File: config.mk
export PLATFORM = sky130hd
export DESIGN_NAME = frx_exec
export DESIGN_NICKNAME = d
export VERILOG_FILES = /design/src/rtl/frx_pkg.sv /design/src/rtl/frx_exec.sv
export SDC_FILE = /design/constraint.sdc
export NUM_CORES = 1
export LEC_CHECK = 0
export ABC_AREA = 1
export BUFFER_PORTS_ARGS = -buffer_cell sky130_fd_sc_hd__buf_2
export CELL_PAD_IN_SITES_DETAIL_PLACEMENT = 0
export CELL_PAD_IN_SITES_GLOBAL_PLACEMENT = 1
export CORE_MARGIN = 2
export CORE_UTILIZATION = 39
export CTS_BUF_LIST = sky130_fd_sc_hd__clkbuf_4 sky130_fd_sc_hd__clkbuf_8 sky130_fd_sc_hd__clkbuf_16
export DETAILED_ROUTE_END_ITERATION = 7
export PLACE_DENSITY_LB_ADDON = 0.1
export SLEW_MARGIN = 30
export SYNTH_ARGS = -nofsm -noshare
export SYNTH_HDL_FRONTEND = slang
export SYNTH_SLANG_ARGS = --single-unit
File: constraint.sdc
create_clock -name clk -period 3.6 [get_ports clk]
set_clock_uncertainty 0.1 [all_clocks]
set_input_delay 0.54 -clock clk [delete_from_list [all_inputs] [get_ports clk]]
set_output_delay 0.54 -clock clk [all_outputs]
set_load 0.01 [all_outputs]
File: src/rtl/frx_pkg.sv
package frx_pkg;

   // Operation codes presented by the decoder
   typedef enum logic [3:0] {
      FRX_OP_NOP,
      FRX_OP_COMPLEMENT,
      FRX_OP_CLEAR_FILE,
      FRX_OP_DECREMENT,
      FRX_OP_CLEAR_WORKING,
      FRX_OP_INDIRECT_STORE,
      FRX_OP_INDIRECT_REL,
      FRX_OP_OPTION_LOAD,
      FRX_OP_SOFT_RESET
   } frx_op_t;

   // Pointer update modes for the indirect store
   localparam logic [1:0] FRX_MODE_PRE_INC = 2'h0;
   localparam logic [1:0] FRX_MODE_PRE_DEC = 2'h1;
   localparam logic [1:0] FRX_MODE_POST_INC = 2'h2;
   localparam logic [1:0] FRX_MODE_POST_DEC = 2'h3;

   // Reset values
   localparam logic [7:0] FRX_WORKING_RST = 8'h00;
   localparam logic [7:0] FRX_OPTION_RST = 8'hFF;
   localparam logic [15:0] FRX_POINTER_RST = 16'h0000;
   localparam logic [7:0] FRX_CLEAR_VALUE = 8'h00;
   localparam logic FRX_RI_FLAG_INIT = 1'b1;

   // Register offsets (byte addresses on APB)
   localparam logic [11:0] FRX_ADDR_CTRL = 12'h000;
   localparam logic [11:0] FRX_ADDR_WORKING = 12'h004;
   localparam logic [11:0] FRX_ADDR_STATUS = 12'h008;
   localparam logic [11:0] FRX_ADDR_POINTER0 = 12'h00C;
   localparam logic [11:0] FRX_ADDR_POINTER1 = 12'h010;
   localparam logic [11:0] FRX_ADDR_OPTION = 12'h014;
   localparam logic [11:0] FRX_ADDR_POWER = 12'h018;

   // Field positions
   localparam int FRX_STAT_ZERO_BIT = 0;
   localparam int FRX_POWER_RI_BIT = 0;

   // Instruction request from decode
   typedef struct packed {
      frx_op_t op;
      logic [6:0] file_addr;
      logic dest_file;
      logic ptr_sel;
      logic [1:0] mode;
      logic [5:0] offset;
   } frx_instr_t;

   // Write request to the file register array
   typedef struct packed {
      logic en;
      logic [15:0] addr;
      logic [7:0] data;
   } frx_fwrite_t;

endpackage : frx_pkg

File: src/rtl/frx_exec.sv
// Added by the designer: the address map and the APB slave port.
`timescale 1ns/100ps
`default_nettype none

module frx_exec
(
   // Clock and reset
   input wire logic clk,
   input wire logic rst_n,
   // Instruction from decode, one per cycle while valid
   input wire logic instr_valid,
   input wire frx_pkg::frx_instr_t instr,
   input wire logic [7:0] file_rdata,
   input wire logic alias_hit,
   // File register write port
   output frx_pkg::frx_fwrite_t file_wr,
   output logic [15:0] indirect_addr,
   // Device reset request
   output logic soft_reset_req,
   // APB slave
   input wire logic psel,
   input wire logic penable,
   input wire logic pwrite,
   input wire logic [11:0] paddr,
   input wire logic [31:0] pwdata,
   output logic [31:0] prdata,
   output logic pready,
   output logic pslverr
);

   // Timing at a glance:
   //  an instruction is taken at the rising edge where instr_valid is high;
   //  file_wr and soft_reset_req follow one cycle later and stand one cycle;
   //  working, zero, pointer and option values show from the next cycle;
   //  the bus answers without wait states, read data is captured in setup.
   // Hazards and limits:
   //  file_rdata must be settled within the execute cycle, it is not latched;
   //  a bus write to a pointer that an instruction steps in the same cycle
   //  is lost, since the instruction update is the last assignment;
   //  a bus write to working loses likewise against a working instruction;
   //  direct file addresses are 7 bits wide, only pointer-based addresses reach 16;
   //  the relative form never moves the pointer, so loops must step it
   //  with the pre or post forms or over the bus.

   logic [7:0] working_r;
   logic zero_r;
   logic [15:0] pointer_r [0:1];
   logic [7:0] option_r;
   logic reset_flag_n_r = frx_pkg::FRX_RI_FLAG_INIT;
   logic apb_wr;
   logic [7:0] alu_res;
   logic [15:0] ptr_cur;
   logic [15:0] ptr_nxt;
   logic [15:0] eff_addr;
   logic exec;
   logic op_to_working;
   logic op_clear_working;
   logic op_option;
   logic op_soft_reset;
   logic op_ind_store;
   logic op_ind_rel;
   logic [15:0] file_target;
   logic [15:0] rel_offset;
   logic apb_rd_setup;
   logic apb_mapped;

   // Increment or decrement with natural 16-bit wrap
   function automatic logic [15:0] frx_step(input logic [15:0] p, input logic dec);
      frx_step = dec ? p - 16'h0001 : p + 16'h0001;
   endfunction : frx_step

   // Sign extension of the six-bit relative offset to pointer width
   function automatic logic [15:0] frx_sext(input logic [5:0] k);
      frx_sext = {{10{k[5]}}, k};
   endfunction : frx_sext

   // Alias addresses hold nothing; their accesses land at the pointer target
   function automatic logic [15:0] frx_redirect(input logic hit, input logic [6:0] f,
      input logic [15:0] p);
      frx_redirect = hit ? p : {9'h000, f};
   endfunction : frx_redirect

   // True for every offset that answers without an error
   function automatic logic frx_mapped(input logic [11:0] a);
      case (a)
         frx_pkg::FRX_ADDR_WORKING, frx_pkg::FRX_ADDR_STATUS,
         frx_pkg::FRX_ADDR_POINTER0, frx_pkg::FRX_ADDR_POINTER1,
         frx_pkg::FRX_ADDR_OPTION, frx_pkg::FRX_ADDR_POWER:
            frx_mapped = 1'b1;
         default: frx_mapped = 1'b0;
      endcase
   endfunction : frx_mapped

   assign exec = instr_valid;
   assign apb_wr = psel && penable && pwrite;
   assign ptr_cur = pointer_r[instr.ptr_sel];

   // Shared decode of addresses and operands
   assign file_target = frx_redirect(alias_hit, instr.file_addr, ptr_cur);
   assign rel_offset = frx_sext(instr.offset);
   assign apb_rd_setup = psel && !penable && !pwrite;
   assign apb_mapped = frx_mapped(paddr);

   // Decoded strobes, each qualified by a valid instruction
   assign op_to_working = exec && !instr.dest_file &&
      (instr.op == frx_pkg::FRX_OP_COMPLEMENT || instr.op == frx_pkg::FRX_OP_DECREMENT);
   assign op_clear_working = exec && instr.op == frx_pkg::FRX_OP_CLEAR_WORKING;
   assign op_option = exec && instr.op == frx_pkg::FRX_OP_OPTION_LOAD;
   assign op_soft_reset = exec && instr.op == frx_pkg::FRX_OP_SOFT_RESET;
   assign op_ind_store = exec && instr.op == frx_pkg::FRX_OP_INDIRECT_STORE;
   assign op_ind_rel = exec && instr.op == frx_pkg::FRX_OP_INDIRECT_REL;

   // Arithmetic result for complement and decrement
   always_comb
   begin
      case (instr.op)
         frx_pkg::FRX_OP_COMPLEMENT: alu_res = ~file_rdata;
         frx_pkg::FRX_OP_DECREMENT: alu_res = file_rdata - 8'h01;
         default: alu_res = file_rdata;
      endcase
   end

   // Pointer update and effective address of indirect store
   always_comb
   begin
      ptr_nxt = ptr_cur;
      eff_addr = ptr_cur;
      if (instr.op == frx_pkg::FRX_OP_INDIRECT_STORE)
      begin
         ptr_nxt = frx_step(ptr_cur, instr.mode[0]);
         // Pre modes use the updated value, post modes the old one
         eff_addr = instr.mode[1] ? ptr_cur : ptr_nxt;
      end
      else if (instr.op == frx_pkg::FRX_OP_INDIRECT_REL)
      begin
         // Sign-extended offset; pointer left alone
         eff_addr = ptr_cur + rel_offset;
      end
   end

   // Address seen when an alias is touched: the pointer target
   always_ff @(posedge clk)
   begin
      if (!rst_n)
      begin
         indirect_addr <= frx_pkg::FRX_POINTER_RST;
      end
      else if (op_ind_rel)
      begin
         // Relative form shows the offset address for this one cycle
         indirect_addr <= eff_addr;
      end
      else
      begin
         indirect_addr <= ptr_cur;
      end
   end

   // File write port, registered
   always_ff @(posedge clk)
   begin
      if (!rst_n)
         file_wr <= '0;
      else
      begin
         file_wr <= '0;
         if (exec)
         begin
            case (instr.op)
               frx_pkg::FRX_OP_COMPLEMENT, frx_pkg::FRX_OP_DECREMENT:
               begin
                  file_wr.en <= instr.dest_file;
                  file_wr.addr <= file_target;
                  file_wr.data <= alu_res;
               end
               frx_pkg::FRX_OP_CLEAR_FILE:
               begin
                  file_wr.en <= 1'b1;
                  file_wr.addr <= file_target;
                  file_wr.data <= frx_pkg::FRX_CLEAR_VALUE;
               end
               frx_pkg::FRX_OP_INDIRECT_STORE, frx_pkg::FRX_OP_INDIRECT_REL:
               begin
                  file_wr.en <= 1'b1;
                  file_wr.addr <= eff_addr;
                  file_wr.data <= working_r;
               end
               default: file_wr <= '0;
            endcase
         end
      end
   end

   // Working register; software may preload it over APB, instructions win
   always_ff @(posedge clk)
   begin
      if (!rst_n)
      begin
         working_r <= frx_pkg::FRX_WORKING_RST;
      end
      else if (op_to_working)
      begin
         working_r <= alu_res;
      end
      else if (op_clear_working)
      begin
         working_r <= frx_pkg::FRX_CLEAR_VALUE;
      end
      else if (apb_wr && paddr == frx_pkg::FRX_ADDR_WORKING)
      begin
         working_r <= pwdata[7:0];
      end
   end

   // Zero flag; indirect, option and nop leave it untouched
   always_ff @(posedge clk)
   begin
      if (!rst_n)
         zero_r <= 1'b0;
      else if (exec)
      begin
         case (instr.op)
            frx_pkg::FRX_OP_COMPLEMENT, frx_pkg::FRX_OP_DECREMENT:
               zero_r <= (alu_res == 8'h00);
            frx_pkg::FRX_OP_CLEAR_FILE: zero_r <= 1'b1;
            frx_pkg::FRX_OP_CLEAR_WORKING: zero_r <= 1'b1;
            default: zero_r <= zero_r;
         endcase
      end
   end

   // Pointer registers: instruction updates win over bus writes
   always_ff @(posedge clk)
   begin
      if (!rst_n)
      begin
         pointer_r[0] <= frx_pkg::FRX_POINTER_RST;
         pointer_r[1] <= frx_pkg::FRX_POINTER_RST;
      end
      else
      begin
         if (apb_wr && paddr == frx_pkg::FRX_ADDR_POINTER0)
         begin
            pointer_r[0] <= pwdata[15:0];
         end
         if (apb_wr && paddr == frx_pkg::FRX_ADDR_POINTER1)
         begin
            pointer_r[1] <= pwdata[15:0];
         end
         // Last assignment wins, so a bus write to the stepped pointer in the same cycle is lost
         if (op_ind_store)
         begin
            pointer_r[instr.ptr_sel] <= ptr_nxt;
         end
      end
   end

   // Option register; a copy of working, status flags not involved
   always_ff @(posedge clk)
   begin
      if (!rst_n)
      begin
         option_r <= frx_pkg::FRX_OPTION_RST;
      end
      else if (op_option)
      begin
         option_r <= working_r;
      end
   end

   // Reset request pulse, one cycle after the instruction; the device
   // reset logic outside this block turns it into a full reset
   always_ff @(posedge clk)
   begin
      if (!rst_n)
      begin
         soft_reset_req <= 1'b0;
      end
      else
      begin
         soft_reset_req <= op_soft_reset;
      end
   end

   // Reset-instruction flag, active low. It has no rst_n branch on purpose:
   // the device reset that a software reset causes must not erase the mark.
   // It starts at its power-up value; software writes 1 to re-arm it.
   always_ff @(posedge clk)
   begin
      if (op_soft_reset)
      begin
         reset_flag_n_r <= 1'b0;
      end
      else if (apb_wr && paddr == frx_pkg::FRX_ADDR_POWER && pwdata[0])
      begin
         reset_flag_n_r <= 1'b1;
      end
   end

   // APB read path; zero-wait answers
   assign pready = 1'b1;
   always_ff @(posedge clk)
   begin
      if (!rst_n)
         prdata <= 32'h0000_0000;
      else if (apb_rd_setup)
      begin
         case (paddr)
            frx_pkg::FRX_ADDR_WORKING: prdata <= {24'h00_0000, working_r};
            frx_pkg::FRX_ADDR_STATUS: prdata <= {31'h0000_0000, zero_r};
            frx_pkg::FRX_ADDR_POINTER0: prdata <= {16'h0000, pointer_r[0]};
            frx_pkg::FRX_ADDR_POINTER1: prdata <= {16'h0000, pointer_r[1]};
            frx_pkg::FRX_ADDR_OPTION: prdata <= {24'h00_0000, option_r};
            frx_pkg::FRX_ADDR_POWER: prdata <= {31'h0000_0000, reset_flag_n_r};
            default: prdata <= 32'h0000_0000;
         endcase
      end
   end

   // Unmapped addresses answer with an error in the access phase only
   always_comb
   begin
      pslverr = 1'b0;
      if (psel && penable && !apb_mapped)
      begin
         pslverr = 1'b1;
      end
   end

endmodule : frx_exec
`default_nettype wire

### After elaboration in Yosys (flattened, before gate mapping)

Memories as Yosys holds them, arrays and structs flattened.
Cells that the tools add are included.

* bits in writable memories: 32
* input bits: 80
* output and inout bits: 76
* register bits after elaboration: 92
* memories: 1

Memory list
* pointer_r: depth 2, width 16, read ports 3, clocked after memory_dff 0, wr ports 3, line frx_exec.sv:47 `logic [15:0] pointer_r [0:1];`

* equality and inequality tests: 14
* $add $sub $neg: 4
* reductions and logical operators: 31
* mux-type cells: 28
* bitwise logic cells: 3

Operators with widths (number)
* 16-bit 2-to-1 mux: 9
* 16-bit one-hot mux with 6 select lines: 1
* 25-bit one-hot mux with 3 select lines: 1
* 12-bit by 5-bit equality test with 1-bit output, second input constant: 3
* 12-bit by 4-bit equality test with 1-bit output, second input constant: 2
* 8-bit 2-to-1 mux: 3
* 1-bit logical AND: 17
* 16-bit by 1-bit adder with 16-bit output, second input constant: 1
* 16-bit adder: 1
* 4-bit by 3-bit equality test with 1-bit output, second input constant: 4
* 8-bit one-hot mux with 2 select lines: 1
* 16-bit by 1-bit subtractor with 16-bit output, second input constant: 1
* 12-bit by 3-bit equality test with 1-bit output, second input constant: 1
* 1-bit 2-to-1 mux: 12
* 4-bit by 2-bit equality test with 1-bit output, second input constant: 2
* 8-bit logical NOT: 1
* 8-bit inverter: 1
* 8-bit by 1-bit subtractor with 8-bit output, second input constant: 1
* 2-bit OR reduction: 3
* 6-bit OR reduction: 1
* 4-bit by 1-bit equality test with 1-bit output, second input constant: 1
* 4-bit equality test, second input constant: 1
* 1-bit logical NOT: 4
* 2-bit AND reduction: 2
* other kinds (5): 6

### Depth between registers and ports, before layout

Gate-level depths: netlist of run 1.

* depth after elaboration: 7
* mapped depth: 19
* depth with buffers taken out: 19

### Worst setup path after synthesis of run 1

No wires, ideal clock.

* path type: input to register
* from: input instr[8] (netlist name)
* to: memory pointer_r[1][14] (data pin)
* required time: 3.231 ns
* buffers on the path: 1
* library setup time: 0.269 ns
* cell stages on the path: 14
* setup slack: 0.828 ns
* data arrival time: 2.403 ns
* cell sequence: buf_2 -> o21ai_0 -> inv_1 -> fa_1 -> nand2_1 -> a21oi_1 -> nand2_1 -> nand2_1 -> nand2_1 -> nand3_1 -> nand3_1 -> o21ai_0 -> nand2_1 -> o21ai_0

RTL lines
* start, declared: line frx_exec.sv:12 `input wire frx_pkg::frx_instr_t instr,`
* end, declared: line frx_exec.sv:47

### Final worst setup path of run 1

* from: input instr[8] (netlist name)
* to: register file_wr[21] (netlist name)

* word-level cells in the longest chain between the ends: 6
* elaborated cells on any way between the ends: 10
* classes of those cells: 3 x add/sub; 6 x mux; 1 x memory

Ends and longest elaborated chain
* memory read 2 x 16 bit (*)
* 16-bit by 1-bit adder with 16-bit output / 16-bit by 1-bit subtractor with 16-bit output (equally long branches): line frx_exec.sv:69 `frx_step = dec ? p - 16'h0001 : p + 16'h0001;`
* 16-bit 2-to-1 mux: line frx_exec.sv:69
* 16-bit 2-to-1 mux: line frx_exec.sv:132 `eff_addr = instr.mode[1] ? ptr_cur : ptr_nxt;`
* 16-bit 2-to-1 mux: line frx_exec.sv:128 `if (instr.op == frx_pkg::FRX_OP_INDIRECT_STORE)`
* 25-bit one-hot mux with 3 select lines (*): line frx_exec.sv:169 `case (instr.op)`
* end, declared: line frx_exec.sv:16 `output frx_pkg::frx_fwrite_t file_wr,`

Every way passes the cells marked *; elsewhere a longest branch is shown, timed or not.
A chain may end at the register's enable or synchronous reset.

==> results of run 1 <==
[cell families after synthesis]
family | Yosys count
xor+xnor | 24
other cells | 2
compound gates | 293
buf+inv | 204
flops | 108
simple gates | 484
fa+ha+maj | 32
[power groups by stage]
stage | clock, mW | sequential, mW | combinational (mW)
after floorplan | 0 | 1.34 | 0.458
after global placement | 0 | 1.33 | 0.708
after detailed placement | 0 | 1.33 | 0.704
after CTS | 1.07 | 1.30 | 0.709
after global routing | 1.11 | 1.31 | 0.802
final | 1.04 | 1.30 | 0.715
[layout make-up]
type                            instances  share of cell area [%]
Clock buffer                            9                    2.52
Clock inverter                          7                   0.883
Inverter                              150                    6.32
Multi-Input combinational cell        850                    49.1
Sequential cell                       108                    27.8
Tap cell                              265                    3.71
Timing Repair Buffer                  155                    9.61
[cells in the final DEF (no fill, tap or decap), drive strengths merged, types with 8 or more instances in the layout]
master | synthesis | routed
inv | 147 | 152
nand3 | 84 | 84
nor2 | 79 | 79
edfxtp | 32 | 32
nor3 | 14 | 14
xnor2 | 10 | 10
o22ai | 16 | 16
xor2 | 14 | 14
buf | 32 | 155
o211ai | 11 | 11
a21oi | 103 | 103
dfxtp | 76 | 76
nand2 | 287 | 287
clkbuf | 22 | 9
ha | 30 | 30
nand4 | 8 | 8
conb | 2 | 17
o21ai | 142 | 142
[worst register-to-register path: stages, from the launching register on]
cell and delay, ns:
edfxtp_1 0.44, o21ai_0 0.43, inv_1 0.18, buf_4 0.19, ha_1 0.28, nand2_1 0.05
nand2_1 0.08, nand2_1 0.08, o21ai_0 0.33, nand2_1 0.18, nand3b_1 0.12, nand3_1 0.08
nand2_1 0.09, nand3_1 0.08, a21oi_1 0.16, buf_4 0.14
[per-layer routing]
layer	GRT usage (%)	vias to the layer above	part of all wire, %
li1	-	4050	-
met1	37.5	3607	49
met2	39.4	230	44
met3	3.64	17	5.9
met4	5.06	0	1.3
met5	0	-	0
[per-stage QoR]
step           instance area, sq um  util (%)
2_1_floorplan                  7730         -
3_3_place_gp                   8620      44.4
3_5_place_dp                   8620      44.4
4_1_cts                        8920      46.0
5_1_grt                        8930      46.0
6_report                       8930      46.0
[how the worst max path moves through the flow]
stage                     slack [ns]                 to  cells past startpoint             from
after floorplan                 0.83   pointer_r[1][14]                     14         instr[8]
after global routing            0.15  indirect_addr[10]                     19         instr[8]
after detailed placement        0.20        file_wr[21]                     16         instr[8]
after global placement          0.22   indirect_addr[5]                     12         instr[8]
final                           0.53        file_wr[21]                     16         instr[8]
after CTS                       0.54        file_wr[21]                     15  pointer_r[0][1]
[flip-flops by register name, indices dropped and copies added (netlist names)]
register / count
pointer_r: 32
prdata: 16
soft_reset_req: 1
option_r: 8
working_r: 8
zero_r: 1
indirect_addr: 16
file_wr: 25
reset_flag_n_r: 1
==> impl_metrics.py, run 1 <==
metrics = {
    "drt": {
        "first_pass_iters": 6,
        "wl_per_cell_microns": 16.9,
        "remaining_drc_errors": 0,
        "vias_per_cell": 5.12,
        "ant_nets": 0,
        "drtIter0Drc": 609,
        "vias": 7904,
        "routed_wirelength_microns": 26000,
    },
    "sta": {
        "hold_viol_final": 0,
        "fin_ws_ns": 0.531,
        "min_period_ns": 3.07,
        "setup_viol": 0,
        "tightest_slew_ns": 0.890,
        "finalMaxSlewViolations": 0,
        "fmax_mhz": 326,
        "final.setup.tns_ns": 0,
        "whs_ns": 0.342,
        "timing.slew.headroom_pct": 40.5,
        "rsz0062_at_grt": "no",
        "fin_crit_sh_pct": 85.3,
    },
    "flow_run": {
        "cap_violations": 0,
    },
    "synth": {
        "synth_top_area_cell": "dfxtp_1",
        "synthDistinctLibCells": 51,
        "ys_seq_elements": 108,
        "synth_area_leaders": "dfxtp_1 (20%), nand2_1 (14%), edfxtp_1 (13%)",
        "ys_seq_area_share_pct": 32.3,
        "synth_cells": 1147,
        "yosys_warnings": 0,
        "yosysMostFrequentCell": "nand2_1",
        "synthFlopType": "dfxtp_1",
        "synth_compound_area_share_pct": 20.6,
        "synth_top_family_by_area": "simple AND/OR/NAND/NOR gates",
        "synth_top_area_share_pct": 19.8,
        "synth_edf_count": 32,
        "synth_xor_area_share_pct": 2.74,
        "synth_fa_ha_area_share_pct": 5.41,
        "synth_area_sq_um": 7670,
        "synth_mux_area_share_pct": 0,
        "synthSimpleGateAreaFrac_pct": 27.5,
        "async_flop_share_pct": 0,
        "synth.avg_cell_area_sq_um": 6.69,
        "synthTopCellsByCount": "nand2_1 (280), inv_1 (137), o21ai_0 (123)",
    },
    "placed_design": {
        "io_buffers": 122,
        "placedCellCount": 1528,
        "preCtsSetupSlack_ns": 0.199,
        "gp_congestion": 0.885,
        "hpwlAfterDp_microns": 20500,
    },
    "worst_setup_path": {
        "critPathMostFrequentCell": "nand2_1",
        "cp_cell_sequence": "buf_2, o21ai_0, inv_1, buf_4, ha_1, nand2_1, nand2_1, nand2_1, o21ai_0, nand2_1, nand3b_1, nand3_1, nand2_1, nand3_1, a21oi_1, buf_4",
        "start_kind": "primary input",
        "critPathKind": "primary input to flip-flop",
        "reg2regPathDepth": 15,
        "cp_max_fo": 19,
        "endpoint_kind": "flip-flop",
        "cp_slowest_cell": "o21ai_0",
        "slowest_delay_ns": 0.45,
        "worstPathArrival_ns": 3.27,
        "crit_family": "compound AO/OA/AOI/OAI gates",
        "regToRegEndpoint": "file_wr[21]",
        "reg2reg_from": "pointer_r[0][1]",
        "critPathRequiredTime_ns": 3.80,
        "path_buf_inv": 4,
        "ff2ff_setup_slack_ns": 0.53,
    },
    "cells_and_area": {
        "n_fill_cell": 2123,
        "stdcell_count": 1544,
        "multiInputGateArea_sq_um": 4390,
        "antennaDiodeCount": 0,
        "regArea_sq_um": 2480,
        "finalNetCount": 1386,
        "syn_to_final_growth_pct": 16.3,
        "drive_gt1_share_pct": 16.2,
    },
    "die": {
        "die_area_sq_um": 20800,
        "coreArea_sq_um": 19400,
        "io_pins": 156,
        "row_count": 51,
        "die_x_microns": 144,
        "die_y_microns": 144,
        "initial_utilization_pct": 39.6,
    },
    "clock_network": {
        "cts_tree": "yes",
        "clk_latency_ns": 0.36,
        "cts-root-buf": "clkbuf_16",
        "cts_sinks": 108,
        "cts_hold_buf": 0,
        "clock_path_buffers": 2,
        "clk_pin_slew_worst_paths_ns": 0.08,
        "post_cts_buffers": 0,
        "h-tree-depth": 3,
        "cts_made_buffers": 9,
        "cts-resized-gates": 0,
    },
    "pwr": {
        "p_int_mw": 2.08,
        "power_density_nw_per_um2": 343,
        "pwr-share-clk_pct": 34.0,
        "finalPower_mw": 3.06,
        "pwr-share-comb_pct": 23.4,
        "leakage_nw": 4.29,
        "p_sw_share_pct": 32.0,
        "seq_power_share_pct": 42.6,
        "switchingPower_uw": 981,
        "irDropWorstVdd_v": 0.000258,
    },
    "global_routing": {
        "antenna_found_initial": 0,
        "grt_use_total_pct": 25.4,
        "grt_pass1_wl_microns": 39900,
        "grt_max_degree": 42,
        "gr-total-overflow": 0,
        "grt_pass1_vias": 7136,
    },
    "hold_path": {
        "hp-class": "primary input to flip-flop",
        "hp-start": "instr[9]",
        "min_path_cells": 3,
        "holdPathEnd": "file_wr[24]",
    },
    "status": {
        "status": "complete, no violations",
    },
}
(Power assumes the default switching activity.)
==> inputs of run 2 (changes only) <==
ABC_AREA = default   (was 1)
CORE_UTILIZATION = 40   (was 39)
SLEW_MARGIN = default   (was 30)
==> impl_metrics.py, run 2 <==
metrics = {
    "worst_setup_path": {
        "cp_slowest_cell": "fa_1",
        "crit_family": "compound AO/OA/AOI/OAI gates",
        "slowest_delay_ns": 0.42,
        "cp_cell_sequence": "buf_2, mux2i_2, inv_1, fa_1, a21oi_1, o22ai_1, o41ai_1, buf_4, o21ai_1, a21boi_1, xor2_1, buf_4, a211o_1, o22ai_1",
        "reg2reg_from": "pointer_r[1][1]",
        "cp_max_fo": 6,
        "ff2ff_setup_slack_ns": 0.24,
        "path_buf_inv": 4,
        "regToRegEndpoint": "file_wr[22]",
        "critPathKind": "primary input to flip-flop",
        "critPathRequiredTime_ns": 3.77,
        "worstPathArrival_ns": 3.58,
        "endpoint_kind": "flip-flop",
        "reg2regPathDepth": 13,
        "start_kind": "primary input",
    },
    "synth": {
        "synth_edf_count": 32,
        "synth_top_area_share_pct": 21.9,
        "ys_seq_elements": 108,
        "synthFlopType": "dfxtp_1",
        "synthTopCellsByCount": "nor2_1 (84), nand2_1 (77), dfxtp_1 (76)",
        "yosysMostFrequentCell": "nor2_1",
        "synth_area_sq_um": 6940,
        "async_flop_share_pct": 0,
        "synth_cells": 852,
        "synth.avg_cell_area_sq_um": 8.15,
        "synthDistinctLibCells": 70,
        "ys_seq_area_share_pct": 35.7,
        "synth_top_area_cell": "dfxtp_1",
        "synth_area_leaders": "dfxtp_1 (22%), edfxtp_1 (14%), a21oi_1 (5.4%)",
        "yosys_warnings": 0,
    },
    "placed_design": {
        "hpwlAfterDp_microns": 18100,
        "io_buffers": 122,
        "placedCellCount": 1228,
        "gp_congestion": 0.898,
    },
    "global_routing": {
        "grt_use_total_pct": 25.5,
        "grt_pass1_wl_microns": 36400,
        "gr-total-overflow": 0,
        "grt_pass1_vias": 6809,
        "grt_max_degree": 33,
        "antenna_found_initial": 0,
    },
    "drt": {
        "first_pass_iters": 5,
        "vias": 7079,
        "drtIter0Drc": 550,
        "ant_nets": 0,
        "wl_met1_microns": 10500,
        "wl_met3_microns": 1350,
        "routed_wirelength_microns": 23500,
        "wl_per_cell_microns": 18.9,
        "vias_per_cell": 5.69,
        "highest_layer": "met4",
        "dr_wl_met2_microns": 11100,
        "remaining_drc_errors": 0,
    },
    "clock_network": {
        "clk_pin_slew_worst_paths_ns": 0.08,
        "clk_latency_ns": 0.36,
        "cts_made_buffers": 9,
        "cts_sinks": 108,
        "h-tree-depth": 3,
        "clock_path_buffers": 2,
        "cts_tree": "yes",
        "cts-root-buf": "clkbuf_16",
    },
    "pwr": {
        "power_density_nw_per_um2": 358,
        "leakage_nw": 3.67,
        "finalPower_mw": 3.04,
        "switchingPower_uw": 958,
        "p_int_mw": 2.08,
        "seq_power_share_pct": 42.7,
        "p_sw_share_pct": 31.5,
        "pwr-share-clk_pct": 33.5,
        "pwr-share-comb_pct": 23.7,
        "irDropWorstVdd_v": 0.000236,
    },
    "sta": {
        "rsz0062_at_grt": "no",
        "timing.slew.headroom_pct": 34.7,
        "tightest_slew_ns": 0.978,
        "setup_viol": 0,
        "fmax_mhz": 294,
        "finalMaxSlewViolations": 0,
        "hold_viol_final": 0,
        "min_period_ns": 3.40,
        "final.setup.tns_ns": 0,
        "fin_crit_sh_pct": 94.6,
    },
    "cells_and_area": {
        "layout_commonest_cell": "buf_2",
        "mostFrequentLayoutCells": "buf_2 (122), nor2_1 (84), buf_4 (82)",
        "syn_to_final_growth_pct": 22.5,
        "regMostFlops": "pointer_r",
        "final_util_pct": 49.7,
        "antennaDiodeCount": 0,
        "drive_gt1_share_pct": 22.8,
        "largest_reg_flops": 32,
        "finalNetCount": 1126,
        "stdcell_count": 1244,
        "largestRegisters": "pointer_r (32), file_wr (25)",
    },
    "die": {
        "coreArea_sq_um": 17100,
        "io_pins": 156,
        "die_y_microns": 136,
        "die_x_microns": 136,
        "die_area_sq_um": 18400,
        "row_count": 48,
        "initial_utilization_pct": 40.6,
    },
    "hold_path": {
        "min_path_cells": 3,
        "hp-class": "primary input to flip-flop",
        "hp-start": "instr[9]",
        "holdPathEnd": "file_wr[24]",
    },
    "flow_run": {
        "cap_violations": 0,
    },
    "status": {
        "status": "complete, no violations",
    },
}
-- run 2: cell type report --
cell class                      count  area [sq um]
Fill cell                        1719          8610
Multi-Input combinational cell    663          4110
Sequential cell                   108          2480
Timing Repair Buffer              204          1230
Tap cell                          225           282
Clock buffer                        9           225
Inverter                           28           105
Clock inverter                      7          73.8
-- run 2: what timing repair did --
action                                  CTS  global route
hold buffers                              0             0
gates resized for setup                   0             2
buffers inserted                          0             0
endpoints found under the setup margin    0             1
-- run 2: stage by stage --
stage / hold WS (ns) / setup slack, ns / cell area, sq um
after floorplan: 0.340 / 0.0857 / 7000
after global placement: 0.349 / -0.0899 / 8190
after detailed placement: 0.358 / -0.139 / 8190
after CTS: 0.368 / 0.217 / 8490
after global routing: 0.393 / 0.0134 / 8510
final: 0.368 / 0.195 / 8510
-- run 2: how the worst max path moves through the flow --
stage / to / slack, ns / from / depth (start not counted)
after floorplan: indirect_addr[15] / 0.09 / instr[8] / 12
after global placement: file_wr[20] / -0.09 / instr[8] / 13
after detailed placement: file_wr[22] / -0.14 / instr[8] / 14
after CTS: file_wr[22] / 0.22 / instr[8] / 14
after global routing: indirect_addr[15] / 0.01 / instr[8] / 13
final: file_wr[22] / 0.20 / instr[8] / 14
-- run 2: routing by layer --
metal	GRT usage [%]	up-vias
li1	-	3407
met1	35.1	3400
met2	41.3	230
met3	3.44	42
met4	8.56	0
met5	0	-
-- run 2: power by group through the flow --
stage                     Combinational (mW)  Clock (mW)  Sequential (mW)
after CTS                              0.712        1.05             1.30
after global placement                 0.693           0             1.33
after floorplan                        0.417           0             1.33
after detailed placement               0.709           0             1.33
after global routing                   0.789        1.09             1.30
final                                  0.722        1.02             1.30
-- run 2: cell families after synthesis --
| group | Yosys count | synth area share, % |
|---|---|---|
| simple gates | 302 | 20.5 |
| mux | 19 | 2.90 |
| flops | 108 | 35.7 |
| buf+inv | 96 | 6.11 |
| fa+ha+maj | 32 | 5.98 |
| other cells | 2 | 0.108 |
| xor+xnor | 35 | 4.41 |
| compound gates | 258 | 24.3 |
-- run 2: worst min-delay path: stages --
cell and delay, ns:
buf_2 0.13, nor2_1 0.05, nor2_1 0.07
